--- src/include/gph_pkg.sv ---
// shared constants for the global parameter and homing command handler
package gph_pkg;
    localparam logic [7:0] OP_SET_GP     = 8'h09;
    localparam logic [7:0] OP_GET_GP     = 8'h0A;
    localparam logic [7:0] OP_SAVE_UV    = 8'h0B;
    localparam logic [7:0] OP_RESTORE_UV = 8'h0C;
    localparam logic [7:0] OP_HOMING     = 8'h0D;
    localparam logic [7:0] BANK_GLOBAL   = 8'h00;
    localparam logic [7:0] BANK_USER     = 8'h02;
    localparam logic [7:0] BANK_IRQ      = 8'h03;
    localparam logic [7:0] HOME_START    = 8'h00;
    localparam logic [7:0] HOME_STOP     = 8'h01;
    localparam logic [7:0] HOME_QUERY    = 8'h02;
    localparam logic [7:0] ST_OK         = 8'h64;
    localparam logic [7:0] ST_BAD_CSUM   = 8'h01;
    localparam logic [7:0] ST_BAD_CMD    = 8'h02;
    localparam logic [7:0] ST_BAD_TYPE   = 8'h03;
    localparam logic [7:0] ST_BAD_VALUE  = 8'h04;
    localparam logic [3:0] FRAME_LAST    = 4'h8;
    localparam logic [7:0] NUM_AXES      = 8'h06;
    localparam logic [7:0] NUM_UVARS     = 8'h00;
    localparam logic [31:0] ZERO_WORD    = 32'h0000_0000;
    localparam logic [7:0] UV_COUNT_MAX  = 8'hFF;
    typedef enum logic [2:0] {
        GPH_BOOT  = 3'b000,
        GPH_RECV  = 3'b001,
        GPH_EXEC  = 3'b010,
        GPH_WAIT  = 3'b011,
        GPH_REPLY = 3'b100
    } gph_state_t;
endpackage

--- src/core/gph_cmd_handler.sv ---
// command handler for global parameter, user variable and homing commands
//
// Overview of operation
// Code 9 writes the 32-bit value into the parameter at type and bank.
// Bank 0 is module settings, 2 user variables, 3 interrupt setup.
// A write into bank 0 is also committed to nonvolatile memory by itself.
// A parameter write is answered with status 100 and a meaningless value.
// Code 10 copies the addressed parameter into the accumulator.
// The read is answered with status 100 and the parameter in the value.
// Code 11 on bank 2 saves the user variable into nonvolatile memory.
// After reset every user variable is reloaded from its saved copy.
// Code 12 on bank 2 reloads the user variable from its saved copy.
// Save and restore are answered with status 100 and value zero.
// Code 13 starts (0), stops (1) or queries (2) homing of the motor axis.
// The homing query answers zero when idle, nonzero while searching.
// Homing start and stop answer status 100 and a meaningless value.
// A frame is address, code, type, bank, value MSB first, checksum.
// The checksum is the modulo-256 sum of the eight bytes before it.
`timescale 1ns/1ps
module gph_cmd_handler
    import gph_pkg::*;
(
    input  wire logic        core_clk,
    input  wire logic        rst_n,
    input  wire logic        rx_valid,
    input  wire logic [7:0]  rx_byte,
    output logic             reply_valid_ff,
    output logic [7:0]       reply_status_ff,
    output logic [7:0]       reply_instr_ff,
    output logic [31:0]      reply_value_ff,
    output logic             par_wr_ff,
    output logic             par_rd_ff,
    output logic [1:0]       par_bank_ff,
    output logic [7:0]       par_index_ff,
    output logic [31:0]      par_wdata_ff,
    input  wire logic        par_ack,
    input  wire logic [31:0] par_rdata,
    output logic             nvm_save_ff,
    output logic             nvm_load_ff,
    output logic [1:0]       nvm_bank_ff,
    output logic [7:0]       nvm_index_ff,
    input  wire logic        nvm_done,
    output logic [31:0]      accum_ff,
    output logic [5:0]       home_start_ff,
    output logic [5:0]       home_stop_ff,
    input  wire logic [5:0]  home_busy
);

    gph_state_t      state_ff, nxt_state;
    logic [3:0]      cnt_ff, nxt_cnt;
    logic [7:0]      sum_ff, nxt_sum;
    logic [7:0]      op_ff, nxt_op;
    logic [7:0]      typ_ff, nxt_typ;
    logic [7:0]      bank_ff, nxt_bank;
    logic [31:0]     val_ff, nxt_val;
    logic            csum_ok_ff, nxt_csum_ok;
    logic            need_par_ff, nxt_need_par;
    logic            need_nvm_ff, nxt_need_nvm;
    logic            nxt_reply_valid;
    logic [7:0]      nxt_reply_status;
    logic [7:0]      nxt_reply_instr;
    logic [31:0]     nxt_reply_value;
    logic            nxt_par_wr, nxt_par_rd;
    logic [1:0]      nxt_par_bank;
    logic [7:0]      nxt_par_index;
    logic [31:0]     nxt_par_wdata;
    logic            nxt_nvm_save, nxt_nvm_load;
    logic [1:0]      nxt_nvm_bank;
    logic [7:0]      nxt_nvm_index;
    logic [31:0]     nxt_accum;
    logic [5:0]      nxt_home_start, nxt_home_stop;
    logic [7:0]      boot_idx_ff, nxt_boot_idx;
    logic            bank_legal;
    logic [5:0]      axis_onehot;

    // bank legality and axis decode
    always_comb begin
        bank_legal = (bank_ff == BANK_GLOBAL) || (bank_ff == BANK_USER)
                     || (bank_ff == BANK_IRQ);
        axis_onehot = 6'h00;
        if (bank_ff < NUM_AXES) begin
            axis_onehot = 6'h01 << bank_ff[2:0];
        end
    end

    // frame receive, execute and reply sequencing
    always_comb begin
        nxt_state        = state_ff;
        nxt_cnt          = cnt_ff;
        nxt_sum          = sum_ff;
        nxt_op           = op_ff;
        nxt_typ          = typ_ff;
        nxt_bank         = bank_ff;
        nxt_val          = val_ff;
        nxt_csum_ok      = csum_ok_ff;
        nxt_need_par     = need_par_ff;
        nxt_need_nvm     = need_nvm_ff;
        nxt_reply_valid  = 1'b0;
        nxt_reply_status = reply_status_ff;
        nxt_reply_instr  = reply_instr_ff;
        nxt_reply_value  = reply_value_ff;
        nxt_par_wr       = 1'b0;
        nxt_par_rd       = 1'b0;
        nxt_par_bank     = par_bank_ff;
        nxt_par_index    = par_index_ff;
        nxt_par_wdata    = par_wdata_ff;
        nxt_nvm_save     = 1'b0;
        nxt_nvm_load     = 1'b0;
        nxt_nvm_bank     = nvm_bank_ff;
        nxt_nvm_index    = nvm_index_ff;
        nxt_accum        = accum_ff;
        nxt_home_start   = 6'h00;
        nxt_home_stop    = 6'h00;
        nxt_boot_idx     = boot_idx_ff;
        case (state_ff)
            GPH_BOOT: begin
                // reload all user variables one by one
                if (!need_nvm_ff) begin
                    nxt_nvm_load  = 1'b1;
                    nxt_nvm_bank  = BANK_USER[1:0];
                    nxt_nvm_index = boot_idx_ff;
                    nxt_need_nvm  = 1'b1;
                end else if (nvm_done) begin
                    nxt_need_nvm = 1'b0;
                    nxt_boot_idx = boot_idx_ff + 8'h01;
                    if (boot_idx_ff == UV_COUNT_MAX) begin
                        nxt_state = GPH_RECV;
                    end
                end
            end
            GPH_RECV: begin
                if (rx_valid) begin
                    // byte order: addr, code, type, bank, value, sum
                    case (cnt_ff)
                        4'h1: nxt_op = rx_byte;
                        4'h2: nxt_typ = rx_byte;
                        4'h3: nxt_bank = rx_byte;
                        4'h4, 4'h5, 4'h6, 4'h7:
                            nxt_val = {val_ff[23:0], rx_byte};
                        default: nxt_op = op_ff;
                    endcase
                    if (cnt_ff == FRAME_LAST) begin
                        nxt_csum_ok = (rx_byte == sum_ff);
                        nxt_cnt     = 4'h0;
                        nxt_sum     = 8'h00;
                        nxt_state   = GPH_EXEC;
                    end else begin
                        nxt_sum = sum_ff + rx_byte;
                        nxt_cnt = cnt_ff + 4'h1;
                    end
                end
            end
            GPH_EXEC: begin
                nxt_reply_instr  = op_ff;
                nxt_reply_status = ST_OK;
                nxt_reply_value  = ZERO_WORD;
                nxt_need_par     = 1'b0;
                nxt_need_nvm     = 1'b0;
                nxt_par_bank     = bank_ff[1:0];
                nxt_par_index    = typ_ff;
                nxt_nvm_bank     = bank_ff[1:0];
                nxt_nvm_index    = typ_ff;
                nxt_state        = GPH_REPLY;
                if (!csum_ok_ff) begin
                    nxt_reply_status = ST_BAD_CSUM;
                end else begin
                    case (op_ff)
                        OP_SET_GP: begin
                            if (!bank_legal) begin
                                nxt_reply_status = ST_BAD_VALUE;
                            end else begin
                                nxt_par_wr    = 1'b1;
                                nxt_par_wdata = val_ff;
                                nxt_need_par  = 1'b1;
                                if (bank_ff == BANK_GLOBAL) begin
                                    nxt_need_nvm = 1'b1;
                                    nxt_nvm_save = 1'b1;
                                end
                                nxt_state     = GPH_WAIT;
                            end
                        end
                        OP_GET_GP: begin
                            if (!bank_legal) begin
                                nxt_reply_status = ST_BAD_VALUE;
                            end else begin
                                nxt_par_rd   = 1'b1;
                                nxt_need_par = 1'b1;
                                nxt_state    = GPH_WAIT;
                            end
                        end
                        OP_SAVE_UV, OP_RESTORE_UV: begin
                            if (bank_ff != BANK_USER) begin
                                nxt_reply_status = ST_BAD_VALUE;
                            end else begin
                                nxt_nvm_save = (op_ff == OP_SAVE_UV);
                                nxt_nvm_load = (op_ff != OP_SAVE_UV);
                                nxt_need_nvm = 1'b1;
                                nxt_state    = GPH_WAIT;
                            end
                        end
                        OP_HOMING: begin
                            if (axis_onehot == 6'h00) begin
                                nxt_reply_status = ST_BAD_VALUE;
                            end else if (typ_ff == HOME_START) begin
                                nxt_home_start = axis_onehot;
                            end else if (typ_ff == HOME_STOP) begin
                                nxt_home_stop = axis_onehot;
                            end else if (typ_ff == HOME_QUERY) begin
                                nxt_reply_value =
                                    {31'h0000_0000,
                                     |(home_busy & axis_onehot)};
                            end else begin
                                nxt_reply_status = ST_BAD_TYPE;
                            end
                        end
                        default: nxt_reply_status = ST_BAD_CMD;
                    endcase
                end
            end
            GPH_WAIT: begin
                // hold until each requested parameter bank or memory access has finished
                if (par_ack && need_par_ff) begin
                    nxt_need_par = 1'b0;
                    if (op_ff == OP_GET_GP) begin
                        nxt_accum       = par_rdata;
                        nxt_reply_value = par_rdata;
                    end
                end
                if (nvm_done && need_nvm_ff) begin
                    nxt_need_nvm = 1'b0;
                end
                if (!nxt_need_par && !nxt_need_nvm) begin
                    nxt_state = GPH_REPLY;
                end
            end
            GPH_REPLY: begin
                nxt_reply_valid = 1'b1;
                nxt_state       = GPH_RECV;
            end
            default: nxt_state = GPH_RECV;
        endcase
    end

    // state and output registers
    always_ff @(posedge core_clk or negedge rst_n) begin
        if (!rst_n) begin
            state_ff        <= GPH_BOOT;
            cnt_ff          <= 4'h0;
            sum_ff          <= 8'h00;
            op_ff           <= 8'h00;
            typ_ff          <= 8'h00;
            bank_ff         <= 8'h00;
            val_ff          <= 32'h0000_0000;
            csum_ok_ff      <= 1'b0;
            need_par_ff     <= 1'b0;
            need_nvm_ff     <= 1'b0;
            reply_valid_ff  <= 1'b0;
            reply_status_ff <= 8'h00;
            reply_instr_ff  <= 8'h00;
            reply_value_ff  <= 32'h0000_0000;
            par_wr_ff       <= 1'b0;
            par_rd_ff       <= 1'b0;
            par_bank_ff     <= 2'h0;
            par_index_ff    <= 8'h00;
            par_wdata_ff    <= 32'h0000_0000;
            nvm_save_ff     <= 1'b0;
            nvm_load_ff     <= 1'b0;
            nvm_bank_ff     <= 2'h0;
            nvm_index_ff    <= 8'h00;
            accum_ff        <= 32'h0000_0000;
            home_start_ff   <= 6'h00;
            home_stop_ff    <= 6'h00;
            boot_idx_ff     <= 8'h00;
        end else begin
            state_ff        <= nxt_state;
            cnt_ff          <= nxt_cnt;
            sum_ff          <= nxt_sum;
            op_ff           <= nxt_op;
            typ_ff          <= nxt_typ;
            bank_ff         <= nxt_bank;
            val_ff          <= nxt_val;
            csum_ok_ff      <= nxt_csum_ok;
            need_par_ff     <= nxt_need_par;
            need_nvm_ff     <= nxt_need_nvm;
            reply_valid_ff  <= nxt_reply_valid;
            reply_status_ff <= nxt_reply_status;
            reply_instr_ff  <= nxt_reply_instr;
            reply_value_ff  <= nxt_reply_value;
            par_wr_ff       <= nxt_par_wr;
            par_rd_ff       <= nxt_par_rd;
            par_bank_ff     <= nxt_par_bank;
            par_index_ff    <= nxt_par_index;
            par_wdata_ff    <= nxt_par_wdata;
            nvm_save_ff     <= nxt_nvm_save;
            nvm_load_ff     <= nxt_nvm_load;
            nvm_bank_ff     <= nxt_nvm_bank;
            nvm_index_ff    <= nxt_nvm_index;
            accum_ff        <= nxt_accum;
            home_start_ff   <= nxt_home_start;
            home_stop_ff    <= nxt_home_stop;
            boot_idx_ff     <= nxt_boot_idx;
        end
    end

endmodule

--- config.mk ---
export PLATFORM = sky130hd
export DESIGN_NAME = gph_cmd_handler
export DESIGN_NICKNAME = d
export VERILOG_FILES = /design/src/include/gph_pkg.sv /design/src/core/gph_cmd_handler.sv
export SDC_FILE = /design/constraint.sdc
export NUM_CORES = 1
export LEC_CHECK = 0
export BUFFER_PORTS_ARGS = -buffer_cell sky130_fd_sc_hd__buf_2
export CAP_MARGIN = 25
export CORE_UTILIZATION = 28
export DETAILED_ROUTE_END_ITERATION = 7
export GPL_TIMING_DRIVEN = 1
export SYNTH_ARGS = -nofsm -noshare
export SYNTH_HDL_FRONTEND = slang
export SYNTH_SLANG_ARGS = --single-unit
--- constraint.sdc ---
create_clock -name core_clk -period 5 [get_ports core_clk]
set_clock_uncertainty 0.15 [all_clocks]
set_input_delay 0.25 -clock core_clk [delete_from_list [all_inputs] [get_ports core_clk]]
set_output_delay 0.25 -clock core_clk [all_outputs]
set_load 0.02 [all_outputs]
==> impl_metrics.sql <==
INSERT INTO impl_metrics (metric_group, metric, value, unit) VALUES
('setup_path', 'cell_chain_critical_path', 'nor4_1 -> and3b_1 -> nand4_1 -> nor2_4 -> buf_4 -> mux2_2', ''),
('detailed_routing', 'dr_total_vias', '6784', ''),
('global_routing', 'wire_length_of_the_first_global_routing_pass', '37100', 'µm'),
('clock_network', 'hold_buffers', '42', ''),
('finish', 'flow.area_growth_from_synthesis', '29.9', '%'),
('sta', 'report.final.hold_viol_count', '0', ''),
('power_and_ir_drop', 'p_seq_share', '43.2', '%'),
('clock_network', 'h-tree-depth', '1', ''),
('setup_path', 'worstPathRequired', '5.27', 'ns'),
('synthesis', 'share_of_synthesized_registers_carrying_an_async_set_or_reset', '100', '%'),
('clock_network', 'clock-root-buffer', 'sky130_fd_sc_hd__clkbuf_16', ''),
('sta', 'fmaxAchievable', '310', 'MHz'),
('power_and_ir_drop', 'p_switching', '1940', 'µW'),
('global_routing', 'via_count_of_the_first_global_routing_pass', '6690', ''),
('sta', 'worst-slew-pin-transition', '0.900', 'ns'),
('synthesis', 'synth_area_per_cell', '11.8', 'µm²'),
('setup_path', 'path_delay_family', 'simple AND/OR/NAND/NOR gates', ''),
('clock_network', 'cts_tree', 'done', ''),
('sta', 'worst_slew_margin_rel', '39.5', '%'),
('sta', 'rsz0062_at_grt', 'no', ''),
('die', 'die_h', '185', 'µm'),
('setup_path', 'worst-r2r-setup-slack', '1.77', 'ns'),
('finish', 'final_net_count', '1092', ''),
('finish', 'final_layout_size_suffix_gt1_share', '33.1', '%'),
('place', 'globalplace.congestion', '0.828', ''),
('sta', 'timing.setup.tns', '0', 'ns'),
('die', 'die_width', '185', 'µm'),
('power_and_ir_drop', 'leakagePower', '0.00621', 'µW'),
('die', 'floorplan.initialDensity', '28.5', '%'),
('setup_path', 'worst-setup-path-type', 'flop to flop', ''),
('setup_path', 'buffer_and_inverter_count_on_the_worst_path', '1', ''),
('clock_network', 'clock_latency', '0.53', 'ns'),
('detailed_routing', 'drt_drc_violations_left', '0', ''),
('detailed_routing', 'drt_iter0_markers', '340', ''),
('power_and_ir_drop', 'pwr-share-comb', '23.6', '%'),
('sta', 'final_max_slew_viol_count', '0', ''),
('sta', 'fin_crit_sh', '64.5', '%'),
('setup_path', 'timing.critical_path.from_type', 'flop', ''),
('setup_path', 'worst-path-max-fanout', '31', ''),
('power_and_ir_drop', 'cell_internal_pwr', '4200', 'µW'),
('flow_run', 'max_cap_viol_count', '0', ''),
('synthesis', 'yosys.area_share.simple', '13.7', '%'),
('place', 'portBuffers', '196', ''),
('clock_network', 'cts.sink_count', '227', ''),
('setup_path', 'kind_of_end_point_of_the_critical_path', 'flop', ''),
('global_routing', 'grt_max_degree', '112', ''),
('synthesis', 'yosys_warnings', '0', ''),
('power_and_ir_drop', 'netSwitchingFraction', '31.6', '%'),
('die', 'floorplan.io_pins', '200', ''),
('die', 'design.die.area', '34100', 'µm²'),
('synthesis', 'synth.area.mux_share', '11.9', '%'),
('synthesis', 'synth_edf_count', '0', ''),
('die', 'placement_rows', '66', ''),
('finish', 'share_of_the_core_filled_with_cells', '37.1', '%'),
('detailed_routing', 'drt_first_pass_iters', '4', ''),
('global_routing', 'grt_antenna_before_repair', '2', ''),
('synthesis', 'netlist_area', '9340', 'µm²'),
('clock_network', 'clk_pin_slew_worst_paths', '0.06', 'ns'),
('synthesis', 'synth_top_family_by_area', 'simple AND/OR/NAND/NOR gates', ''),
('synthesis', 'synth_xor_area_share', '1.22', '%'),
('outcome', 'status', 'complete, no violations', ''),
('synthesis', 'synthCells', '790', ''),
('clock_network', 'cts.repair.resized', '0', ''),
('die', 'core', '32700', 'µm²'),
('setup_path', 'worst_path_largest_cell_delay', '0.66', 'ns'),
('min_path', 'hold_path.class', 'input pin to flop', ''),
('global_routing', 'grt_overflow', '0', ''),
('detailed_routing', 'vias_per_std_cell', '4.55', ''),
('power_and_ir_drop', 'pwr-share-clk', '33.2', '%'),
('detailed_routing', 'antenna_violating_nets_post_route', '0', ''),
('synthesis', 'synth_seq_area_share', '60.8', '%');
## synth_stat cells (7+ instances only)
cell,instances,share of area [%]
sky130_fd_sc_hd__ha_1,12,1.6
sky130_fd_sc_hd__buf_2,8,0.43
sky130_fd_sc_hd__clkbuf_1,20,0.80
sky130_fd_sc_hd__nand3_1,13,0.70
sky130_fd_sc_hd__inv_1,9,0.36
sky130_fd_sc_hd__nand2_1,184,7.4
sky130_fd_sc_hd__nor3_1,13,0.70
sky130_fd_sc_hd__a21oi_1,14,0.75
sky130_fd_sc_hd__buf_4,7,0.56
sky130_fd_sc_hd__mux2i_1,9,0.97
sky130_fd_sc_hd__mux2_1,7,0.84
sky130_fd_sc_hd__xnor2_1,9,0.84
sky130_fd_sc_hd__nor2_1,32,1.3
sky130_fd_sc_hd__o21ai_0,23,1.2
sky130_fd_sc_hd__dfrtp_1,227,61
sky130_fd_sc_hd__mux2_2,84,10
sky130_fd_sc_hd__a22o_1,39,3.7
## flip-flops by register name, indices dropped and copies added, names as in the netlist, 6 cells and up
signal	cells
accum_ff	32
bank_ff	8
boot_idx_ff	8
home_start_ff	6
home_stop_ff	6
nvm_index_ff	8
op_ff	8
par_index_ff	8
par_wdata_ff	32
reply_instr_ff	8
reply_value_ff	32
sum_ff	8
typ_ff	8
val_ff	32
## per-stage QoR
step,instances,area [µm²],worst slack [ns]
2_1_floorplan,792,9340,2.74
3_3_place_gp,1400,10800,1.83
3_5_place_dp,1400,10800,1.79
4_1_cts,1490,12100,1.80
5_1_grt,1492,12100,1.53
6_report,1492,12100,1.77
## layout make-up
class	instances	area, µm²
Antenna cell	2	5.00
Clock buffer	33	718
Clock inverter	15	204
Fill cell	3227	20600
Inverter	9	33.8
Multi-Input combinational cell	516	3450
Sequential cell	227	5680
Tap cell	442	553
Timing Repair Buffer	248	1490
## final timing paths
path	start	cells past startpoint	endpoint
setup / recovery	op_ff[5]$_DFFE_PN0P_	6	accum_ff[24]$_DFFE_PN0P_
hold / removal	par_ack	5	state_ff[1]$_DFFE_PN0P_
setup reg to reg	op_ff[5]$_DFFE_PN0P_	6	accum_ff[24]$_DFFE_PN0P_
hold reg to reg	par_wdata_ff[26]$_DFFE_PN0P_	2	par_wdata_ff[26]$_DFFE_PN0P_
max in group asynchronous	rst_n	3	par_index_ff[4]$_DFFE_PN0P_
min in group asynchronous	rst_n	2	reply_value_ff[20]$_DFFE_PN0P_
## logic make-up (layout without fill, tap and decap cells)
| family | after synthesis | in the layout |
|---|---|---|
| AO/OA/AOI/OAI | 102 | 102 |
| XOR/XNOR | 13 | 13 |
| adder cells (fa/ha/maj) | 13 | 13 |
| buffers and inverters | 49 | 305 |
| flip-flops | 227 | 227 |
| multiplexers | 100 | 100 |
| other | 1 | 5 |
| AND/OR/NAND/NOR | 285 | 285 |
## routing by layer
| metal | track usage [%] | part of all wire [%] |
|---|---|---|
| met4 | 3.53 | 1.7 |
| met3 | 2.77 | 6.0 |
| met2 | 23.2 | 48 |
| met1 | 18.0 | 45 |
| met5 | 0 | 0 |
## cells in the final DEF (no fill, tap or decap), types with 13 or more instances in the layout
| cell | count |
|---|---|
| sky130_fd_sc_hd__o21ai_0 | 23 |
| sky130_fd_sc_hd__nand2_1 | 184 |
| sky130_fd_sc_hd__dlygate4sd3_1 | 42 |
| sky130_fd_sc_hd__a22o_1 | 39 |
| sky130_fd_sc_hd__nand3_1 | 13 |
| sky130_fd_sc_hd__a21oi_1 | 14 |
| sky130_fd_sc_hd__buf_2 | 195 |
| sky130_fd_sc_hd__nor2_1 | 32 |
| sky130_fd_sc_hd__mux2_2 | 84 |
| sky130_fd_sc_hd__dfrtp_1 | 227 |
| sky130_fd_sc_hd__clkbuf_16 | 27 |
## tightest hold or removal path, delay by kind of cell
family / cells / cell delay [ns]
AO/OA/AOI/OAI: 3 / 0.34
buffers and inverters: 1 / 0.11
AND/OR/NAND/NOR: 1 / 0.07
## power groups by stage
stage | combinational [µW] | clock [µW] | sequential (µW)
5_1_grt | 1600 | 2170 | 2730
6_report | 1450 | 2040 | 2650
3_5_place_dp | 1430 | 0 | 2690
3_3_place_gp | 1400 | 0 | 2680
2_1_floorplan | 988 | 0 | 2640
4_1_cts | 1470 | 2080 | 2660
Power figures use the tool's default switching activity.
